### src/verilog/rsm_pkg.sv
// Purpose: shared constants for the reset source monitor
// Assumes: 10 MHz ref_clk, 8-bit register port
// Notes: register offsets and reset values live here
package rsm_pkg;

  // clock
  localparam int CLK_PERIOD_NS = 100;

  // register offsets
  localparam logic [7:0] ADDR_RST_SRC = 8'hef;
  localparam logic [7:0] ADDR_SUP_CTL = 8'hff;
  localparam logic [7:0] ADDR_EVT_STAT = 8'h40;
  localparam logic [7:0] ADDR_EVT_MASK = 8'h41;

  // reset_source_flags fields
  localparam int RS_PIN_BIT = 0;
  localparam int RS_SUP_SEL_BIT = 1;
  localparam int RS_CLK_BIT = 2;

  // supply_monitor_control fields
  localparam int SC_EN_BIT = 7;
  localparam int SC_LVL_BIT = 6;

  // event bits in status and mask
  localparam int EV_PIN = 0;
  localparam int EV_SUP = 1;
  localparam int EV_CLK = 2;
  localparam int EV_N = 3;

  // values after power-on
  localparam logic RST_SUP_EN = 1'b1;
  localparam logic RST_SUP_SEL = 1'b0;
  localparam logic RST_CLK_EN = 1'b0;
  localparam logic [EV_N-1:0] RST_EVT = 3'h0;
  localparam logic [7:0] RST_RDATA = 8'h00;

  // timing
  localparam int CLK_TIMEOUT_NS = 100000;
  localparam int CLK_TIMEOUT_CYC = CLK_TIMEOUT_NS / CLK_PERIOD_NS;
  localparam int HOLD_NS = 1000;
  localparam int HOLD_CYC = (HOLD_NS + CLK_PERIOD_NS - 1) / CLK_PERIOD_NS;
  localparam int HOLD_W = 8;
  localparam int CLK_CNT_W = 16;

  // sequencer states, gray along run -> hold
  typedef enum logic [0:0] {
    RSM_RUN = 1'b0,
    RSM_HOLD = 1'b1
  } rsm_state_e;

endpackage : rsm_pkg

### src/verilog/rsm_top.sv
// Purpose: reset source monitor and system reset generator
// Assumes: nrst is the power-on reset; pins are asynchronous
// Notes: system reset is held a fixed time after its cause ends
//
// Behaviour
// - bit 7 of supply_monitor_control switches the supply monitor off (0) or on (1).
// - the supply monitor resets the system only when enabled and selected in reset_source_flags.
// - power-on sets the monitor enable to 1; other resets leave it as it was.
// - bit 6 of supply_monitor_control reads the monitor output, 1 when above threshold.
// - bits 5:0 of supply_monitor_control are unused and ignore writes.
// - a low level on the external reset pin holds the system in reset.
// - leaving a pin reset sets pin_reset_flag in bit 0 of reset_source_flags.
// - the missing-clock detector is a retriggered one-shot that resets on a stalled clock.
// - bit 2 of reset_source_flags reads 1 after a clock-loss reset with no pin reset in the same hold, and 0 otherwise.
// - writing 1 or 0 to bit 2 of reset_source_flags enables or disables the detector.
// - a clock-loss reset never drives the external reset pin.
`timescale 1ns/1ps
module rsm_top
  import rsm_pkg::*;
#(
  parameter int TIMEOUT = CLK_TIMEOUT_CYC,
  parameter int HOLD = HOLD_CYC
) (
  // clock and power-on reset
  input wire logic ref_clk,
  input wire logic nrst,
  // register port
  input wire logic [7:0] reg_addr,
  input wire logic [7:0] reg_wdata,
  input wire logic reg_wr,
  input wire logic reg_rd,
  output logic [7:0] reg_rdata,
  // pins and analog
  input wire logic rst_pin_n,
  input wire logic supply_above,
  input wire logic sys_clk_mon,
  output logic supply_monitor_enable,
  // system reset and interrupt
  output logic sys_rst_n,
  output logic irq
);

  localparam logic [HOLD_W-1:0] HOLD_LAST = HOLD_W'(HOLD - 1);

  typedef struct packed {
    rsm_state_e st;
    logic [HOLD_W-1:0] hold;
    logic [EV_N-1:0] pend;
    logic sup_en;
    logic sup_sel;
    logic clk_en;
    logic pin_flag;
    logic clk_flag;
    logic [EV_N-1:0] stat;
    logic [EV_N-1:0] mask;
    logic [7:0] rdata;
  } rsm_top_s;

  rsm_top_s r_q;
  rsm_top_s r_d;

  logic pin_n_s;
  logic above_s;
  logic mon_s;
  logic clk_lost;
  logic [EV_N-1:0] cause;
  logic [EV_N-1:0] set_ev;
  logic [7:0] rd_val;

  rsm_sync #(
    .W(3),
    .RST_VAL(3'h3)
  ) u_sync (
    .ref_clk(ref_clk),
    .nrst(nrst),
    .d({sys_clk_mon, supply_above, rst_pin_n}),
    .q({mon_s, above_s, pin_n_s})
  );

  rsm_clk_watch #(
    .TIMEOUT(TIMEOUT),
    .CW(CLK_CNT_W)
  ) u_watch (
    .ref_clk(ref_clk),
    .nrst(nrst),
    .en(r_q.clk_en),
    .mon_s(mon_s),
    .timeout(clk_lost)
  );

  always_comb begin
    cause = '0;
    cause[EV_PIN] = !pin_n_s;
    cause[EV_SUP] = r_q.sup_en && r_q.sup_sel && !above_s;
    cause[EV_CLK] = clk_lost;
  end

  always_comb begin
    rd_val = 8'h00;
    case (reg_addr)
      ADDR_RST_SRC: begin
        rd_val[RS_PIN_BIT] = r_q.pin_flag;
        rd_val[RS_SUP_SEL_BIT] = r_q.sup_sel;
        rd_val[RS_CLK_BIT] = r_q.clk_flag;
      end
      ADDR_SUP_CTL: begin
        rd_val[SC_EN_BIT] = r_q.sup_en;
        rd_val[SC_LVL_BIT] = above_s;
      end
      ADDR_EVT_STAT: begin
        rd_val[EV_N-1:0] = r_q.stat;
      end
      ADDR_EVT_MASK: begin
        rd_val[EV_N-1:0] = r_q.mask;
      end
      default: begin
        rd_val = 8'h00;
      end
    endcase
  end

  always_comb begin
    r_d = r_q;
    set_ev = '0;
    r_d.rdata = reg_rd ? rd_val : 8'h00;

    case (r_q.st)
      RSM_RUN: begin
        if (|cause) begin
          r_d.st = RSM_HOLD;
          r_d.pend = cause;
          r_d.hold = '0;
        end
      end
      RSM_HOLD: begin
        r_d.pend = r_q.pend | cause;
        if (|cause) begin
          r_d.hold = '0;
        end else if (r_q.hold == HOLD_LAST) begin
          r_d.st = RSM_RUN;
          r_d.pin_flag = r_q.pend[EV_PIN];
          r_d.clk_flag = r_q.pend[EV_CLK] && !r_q.pend[EV_PIN];
          set_ev = r_q.pend;
        end else begin
          r_d.hold = r_q.hold + 1'b1;
        end
      end
      default: begin
        r_d.st = RSM_RUN;
      end
    endcase

    if (reg_wr) begin
      case (reg_addr)
        ADDR_RST_SRC: begin
          r_d.sup_sel = reg_wdata[RS_SUP_SEL_BIT];
          r_d.clk_en = reg_wdata[RS_CLK_BIT];
        end
        ADDR_SUP_CTL: begin
          r_d.sup_en = reg_wdata[SC_EN_BIT];
        end
        ADDR_EVT_STAT: begin
          r_d.stat = r_q.stat & ~reg_wdata[EV_N-1:0];
        end
        ADDR_EVT_MASK: begin
          r_d.mask = reg_wdata[EV_N-1:0];
        end
        default: begin
        end
      endcase
    end
    // set wins over clear
    r_d.stat = r_d.stat | set_ev;
  end

  always_ff @(posedge ref_clk) begin
    if (!nrst) begin
      r_q.st <= RSM_RUN;
      r_q.hold <= '0;
      r_q.pend <= '0;
      r_q.sup_en <= RST_SUP_EN;
      r_q.sup_sel <= RST_SUP_SEL;
      r_q.clk_en <= RST_CLK_EN;
      r_q.pin_flag <= 1'b0;
      r_q.clk_flag <= 1'b0;
      r_q.stat <= RST_EVT;
      r_q.mask <= RST_EVT;
      r_q.rdata <= RST_RDATA;
    end else begin
      r_q <= r_d;
    end
  end

  assign reg_rdata = r_q.rdata;
  assign supply_monitor_enable = r_q.sup_en;
  assign sys_rst_n = (r_q.st == RSM_RUN);
  assign irq = |(r_q.stat & r_q.mask);

endmodule : rsm_top

### src/verilog/rsm_sync.sv
// Purpose: two-flop synchroniser for asynchronous levels
// Assumes: inputs are static levels relative to ref_clk
// Notes: only the second stage is visible outside
`timescale 1ns/1ps
module rsm_sync
  import rsm_pkg::*;
#(
  parameter int W = 1,
  parameter logic [W-1:0] RST_VAL = '0
) (
  // clock and reset
  input wire logic ref_clk,
  input wire logic nrst,
  // levels
  input wire logic [W-1:0] d,
  output logic [W-1:0] q
);

  typedef struct packed {
    logic [W-1:0] s1;
    logic [W-1:0] s2;
  } rsm_sync_s;

  rsm_sync_s r_q;
  rsm_sync_s r_d;

  always_comb begin
    r_d = r_q;
    r_d.s1 = d;
    r_d.s2 = r_q.s1;
  end

  always_ff @(posedge ref_clk) begin
    if (!nrst) begin
      r_q <= '{s1: RST_VAL, s2: RST_VAL};
    end else begin
      r_q <= r_d;
    end
  end

  assign q = r_q.s2;

endmodule : rsm_sync

### src/verilog/rsm_clk_watch.sv
// Purpose: missing-clock one-shot on a watched clock level
// Assumes: mon_s is already synchronised to ref_clk
// Notes: timeout stays high until an edge returns or watch is off
`timescale 1ns/1ps
module rsm_clk_watch
  import rsm_pkg::*;
#(
  parameter int TIMEOUT = CLK_TIMEOUT_CYC,
  parameter int CW = CLK_CNT_W
) (
  // clock and reset
  input wire logic ref_clk,
  input wire logic nrst,
  // control and watched level
  input wire logic en,
  input wire logic mon_s,
  // result
  output logic timeout
);

  localparam logic [CW-1:0] LAST = CW'(TIMEOUT - 1);

  typedef struct packed {
    logic prev;
    logic [CW-1:0] cnt;
    logic to;
  } rsm_watch_s;

  rsm_watch_s r_q;
  rsm_watch_s r_d;

  always_comb begin
    r_d = r_q;
    r_d.prev = mon_s;
    if (!en) begin
      r_d.cnt = '0;
      r_d.to = 1'b0;
    end else if (mon_s != r_q.prev) begin
      r_d.cnt = '0;
      r_d.to = 1'b0;
    end else if (r_q.cnt == LAST) begin
      r_d.to = 1'b1;
    end else begin
      r_d.cnt = r_q.cnt + 1'b1;
    end
  end

  always_ff @(posedge ref_clk) begin
    if (!nrst) begin
      r_q <= '{prev: 1'b0, cnt: '0, to: 1'b0};
    end else begin
      r_q <= r_d;
    end
  end

  assign timeout = r_q.to;

endmodule : rsm_clk_watch

### config.mk
export PLATFORM = sky130hd
export DESIGN_NAME = rsm_top
export DESIGN_NICKNAME = d
export VERILOG_FILES = /design/src/verilog/rsm_pkg.sv /design/src/verilog/rsm_top.sv /design/src/verilog/rsm_sync.sv /design/src/verilog/rsm_clk_watch.sv
export SDC_FILE = /design/constraint.sdc
export NUM_CORES = 1
export LEC_CHECK = 0
export ABC_CLOCK_PERIOD_IN_PS = 2250
export BUFFER_PORTS_ARGS = -buffer_cell sky130_fd_sc_hd__buf_2
export CAP_MARGIN = 20
export CORE_AREA = 2 2 68 70
export DETAILED_ROUTE_END_ITERATION = 16
export DIE_AREA = 0 0 70 72
export HOLD_SLACK_MARGIN = 0.05
export PLACE_DENSITY = 0.83
export SKIP_CTS_REPAIR_TIMING = 1
export SLEW_MARGIN = 20
export SYNTH_ARGS = -nofsm -noshare
export SYNTH_HDL_FRONTEND = slang
export SYNTH_SLANG_ARGS = --single-unit
### constraint.sdc
create_clock -name ref_clk -period 2.25 [get_ports ref_clk]
set_input_delay 0.675 -clock ref_clk [delete_from_list [all_inputs] [get_ports ref_clk]]
set_output_delay 0.675 -clock ref_clk [all_outputs]
set_load 0.005 [all_outputs]
# Word-level counts from Yosys, hierarchy flattened
# Cells that the tools add are included.
[word_totals] n_memories=0 latch_bits=0 reg_bits=55 in_bits=23 rom_bits=0 mem_bits_rw=0 word_cells=67
[classes] reduce_logical=16 multipliers=0 n_eq_ne=9 n_bitwise=9 div=0 mux=13 n_shift=0 order_cmp=0 add_sub_neg=2
[op_table] operator="12-bit case mux with 2 select lines" count=1
[op_table] operator="16-bit by 1-bit adder with 16-bit output, second input constant" count=1
[op_table] operator="16-bit by 10-bit equality test with 1-bit output, second input constant" count=1
[op_table] operator="8-bit by 7-bit equality test with 1-bit output, second input constant" count=2
[op_table] operator="8-bit equality test, second input constant" count=2
[op_table] operator="8-bit 2-to-1 mux" count=2
[op_table] operator="3-bit 2-to-1 mux" count=5
[op_table] operator="12-bit 2-to-1 mux" count=1
[op_table] operator="2-bit AND reduction" count=5
[op_table] operator="3-bit case mux with 3 select lines" count=1
[op_table] operator="3-bit OR reduction" count=3
[op_table] operator="8-bit by 1-bit adder with 8-bit output, second input constant" count=1
[op_table] operator="8-bit by 4-bit equality test with 1-bit output, second input constant" count=1
[op_table] operator="3-bit AND" count=2
[op_table] operator="6-bit 2-to-1 mux" count=1
[op_table] operator="3-bit bitwise OR" count=2
[op_table] operator="3-bit AND reduction" count=2
[op_table] operator="1-bit inverter" count=4
[op_table] operator="1-bit logical AND" count=3
[op_table] operator="1-bit zero test" count=3
[op_table] operator="3-bit != test, second input constant" count=1
[op_table] operator="3-bit inverter" count=1
[op_table] operator="1-bit 2-to-1 mux" count=2
[op_table] operator="2-bit by 1-bit != test with 1-bit output, second input constant" count=1
[op_table] operator="1-bit != test" count=1

# Logic depth before layout (Yosys ltp)
[logic_depth] ltp_word=6 ltp_mapped=6 ltp_nobuf=5

# Modules after synthesis
# From an unflattened synthesis, not the netlist that was laid out.
[unflattened] hier_cells=250 hier_area_um2=2354.8
[modules_own_cells] module="rsm_top" seq_area_each_um2=560.5 area_each_um2=1343.8 n_inst=1 cells_per_inst=148
[modules_own_cells] module="rsm_clk_watch" seq_area_each_um2=360.3 area_each_um2=853.3 n_inst=1 cells_per_inst=90
[modules_own_cells] module="rsm_sync" seq_area_each_um2=120.1 area_each_um2=157.7 n_inst=1 cells_per_inst=12

# Least setup slack after synthesis
# Ideal clock, no wire load.
[synth_path] path_kind="in2reg" startpoint="in reg_addr[5]" endpoint="reg r_q[10] (netlist name)" cell_stages=5 t_arrival_ps=1896 setup_time_ps=72 n_path_buf=1 setup_slack_ps=282 required_ps=2178 path_cell_list="or4b_4 > nor4_4 > and3_1 > buf_6 > mux2i_1"
[synth_via] elab_chain_cells=2
[synth_rtl] element="start, declared" line_no="rsm_top.sv:28" text="input wire logic [7:0] reg_addr,"
[synth_rtl] element="8-bit by 7-bit equality test with 1-bit output" line_no="rsm_top.sv:154" text="case (reg_addr)"
[synth_rtl] element="2-bit AND reduction (no source line)"
[synth_rtl] element="end signal, assigned" line_no="rsm_top.sv:190" text="r_q <= r_d;"
[synth_rtl] element="end, declared" line_no="rsm_top.sv:59" text="rsm_top_s r_q;"
# No other way between the ends.
# A chain may end at the register's enable or synchronous reset.

# Final worst setup path
[layout_path] startpoint="reg r_q[11] (netlist name)" endpoint="out irq"
[layout_via] elab_chain_cells=2
[layout_rtl] element="3-bit AND" line_no="rsm_top.sv:197" text="assign irq = |(r_q.stat & r_q.mask);"
[layout_rtl] element="3-bit OR reduction" line_no="rsm_top.sv:197"
[layout_rtl] element="end, declared" line_no="rsm_top.sv:40" text="output logic irq"
# No other way between the ends.

==> results.cfg <==
[detailed_routing]
drtAntennaViolNets = 0
firstDrtPassIters = 7
drtIter0Drc = 91
wire_per_inst_um = 11.6
drc = 0
routed_wl_um = 3850
via_per_inst = 5.43
vias = 1796

[timing]
finalMaxSlewViolations = 0
setup_viol = 0
fin_tns_setup_ns = 0
finalCritPeriodShare = 0.809
fin_crit_ns = 1.82
timing.fmax_mhz = 550
rsz0062_at_grt = false
skew_ns = 0.00924
hold_viol_final = 0

[clock_tree]
cts_tree = built
htreeDepth = 2
cts.sink_count = 52
clock_path_buffers = 2
clkLatencyLatePin_ns = 0.30
cts_buffers = 5
cts_root_buffer = clkbuf_8
clk_pin_slew_ns = 0.09

[synth]
synthMuxAreaShare = 0.0494
postSynthCellCount = 257
synth.avg_cell_area_um2 = 8.96
synth_top_family_by_area = simple AND/OR/NAND/NOR gates
synth_fa_ha_area_frac = 0.0163
syn_area_um2 = 2300
yosys.area_share.simple = 0.274
synth_edf_count = 0
synth_xor_area_frac = 0.0570
ys.flop_type = dfxtp_1
ys_ff_latch = 52
ys_warn_count = 0
synth.distinct_cells = 46
synth-seq-area-share = 0.452
synth_compound_area_frac = 0.0891
async_reset_ff_frac = 0

[placed_design]
post-dp-hpwl_um = 2820
routabilityCongestion = 0.827
portBuffers = 26
placement.cell_area_um2 = 2430

[global_routing]
first_global_vias = 1618
grt-ovfl-total = 0
grt_pass1_wl_um = 6780
track_usage = 0.164
grt_max_degree = 32
antenna_found_initial = 0

[worst_setup_path]
critPathMaxFanout = 3
path_delay_family = flip-flops
critPathRequiredTime_ns = 1.57
end_kind = output port
crit_arrival_ns = 1.14
r2r_slack_ns = 0.63
crit_type = flip-flop to output port
slowest_stage = dfxtp_1
critPathMaxStageDelay_ns = 0.33
worstPathCellList = a222oi_1 > inv_1 > buf_2
r2r_cells = 4
reg2reg_from = u_watch.r_q[3]$_SDFFE_PP0P_
r2r-end = u_watch.r_q[14]$_SDFFE_PP0P_
setup.worst_path.start_class = flip-flop
worst-path-buf-inv = 2
crit_start = r_q[11]$_SDFF_PN0_

[floorplanning]
core_area_um2 = 4260
start_util = 0.540
ios = 34
fp-row-count = 24
die_w_um = 70
die-area_um2 = 5040
die_y_um = 72

[pwr]
p_comb_frac = 0.041
p_leak_nw = 0.934
pwr-share-seq = 0.614
p_switching_mw = 0.318
switching_share = 0.209
cellInternalPower_mw = 1.20
pwr-share-clk = 0.346
vdd_drop_max_uv = 306
power.density_nw_per_um2 = 604

[hold_path]
hold_path_class = flip-flop to flip-flop
min_path_cells = 1
hold_end = u_sync.q[0]$_SDFF_PN1_
holdCritStartpoint = u_sync.r_d[0]$_SDFF_PN1_

[finish]
n_antenna_cell = 0
syn_to_final_growth_pct = 9.45
nets = 304
fin_area_um2 = 2520
drive_above_1_share = 0.161
layout_common_cells = 52 x dfxtp_1, 27 x nand2_1, 26 x buf_2
final_common_cell = dfxtp_1

[run_status]
outcome = finished, final reports clean

[run]
max_cap_viol_count = 0
[how the worst max path moves through the flow]
stage	cells after the start	end	slack (ns)
finish	3	irq	0.43
global route	3	irq	0.34
CTS	3	irq	0.41
detailed placement	5	r_q[10]$_SDFFE_PN0P_	0.19
global placement	5	r_q[9]$_SDFFE_PN0P_	0.22
floorplan	5	r_q[10]$_SDFFE_PN0P_	0.28
[kinds of logic (layout without fill, tap and decap cells)]
group                      Yosys count  in the layout
DFF                                 52             52
xor gates and xnor gates            15             15
and+or+nand+nor                    116            116
muxes                               11             11
adders and majority gates            3              3
other                                1              3
buffers and inverters               27             47
AOI/OAI and AO/OA                   32             32
[synthesized netlist by cell type (2+ instances only)]
master	n	share of area
dfxtp_1	52	0.45
nand2_1	27	0.044
nor2_1	25	0.041
inv_1	10	0.016
xor2_1	10	0.038
nand4_1	9	0.024
a21oi_1	8	0.017
buf_4	8	0.026
clkbuf_1	8	0.013
mux2i_1	8	0.035
nand3_1	8	0.017
o21ai_0	8	0.017
and2_1	7	0.019
nor3_1	7	0.015
or3_1	5	0.014
xnor2_1	5	0.019
nand2b_1	4	0.011
a21boi_0	3	0.0098
a22oi_1	3	0.0098
and3_1	3	0.0081
and3_2	3	0.0098
and4_1	3	0.011
ha_1	3	0.016
mux2_2	3	0.015
nand3b_1	2	0.0065
nor4b_1	2	0.0076
o22ai_1	2	0.0054
o31ai_1	2	0.0065
or4_1	2	0.0065
[registers in the layout, summed over array words and instances, names as in the netlist]
| name | cells |
|---|---|
| u_watch.r_q | 17 |
| r_q | 22 |
| u_watch.timeout | 1 |
| reg_rdata | 5 |
| supply_monitor_enable | 1 |
| u_sync.q | 3 |
| u_sync.r_d | 3 |
[through the flow]
step	utilization	hold WS [ns]	instances	setup WS [ns]	total power, mW
global route	0.591	0.441	331	0.338	1.59
detailed placement	0.569	0.401	323	0.191	1.02
CTS	0.591	0.424	331	0.414	1.54
floorplan	-	0.386	259	0.282	0.991
global placement	0.569	0.389	323	0.223	1.02
finish	0.591	0.418	331	0.431	1.52
[metal layers]
metal | up-vias | global-route usage | routed length (um)
met5 | - | 0 | 0
met4 | 0 | 0.0705 | 61
met3 | 6 | 0.0319 | 172
met2 | 39 | 0.273 | 1790
met1 | 830 | 0.209 | 1830
li1 | 921 | - | -
[cell type report]
cell class,count,area (um^2)
Clock buffer,7,86.3
Clock inverter,1,7.51
Fill cell,374,1740
Inverter,10,37.5
Multi-Input combinational cell,180,1130
Sequential cell,52,1040
Tap cell,52,65.1
Timing Repair Buffer,29,153
[power groups by stage]
stage | Combinational [mW] | Clock, mW | Sequential (mW)
finish | 0.0617 | 0.527 | 0.935
CTS | 0.0617 | 0.547 | 0.935
global placement | 0.0606 | 0 | 0.956
global route | 0.0686 | 0.583 | 0.936
floorplan | 0.0376 | 0 | 0.953
detailed placement | 0.0614 | 0 | 0.956
No activity file was read; power rests on OpenSTA's default activity.
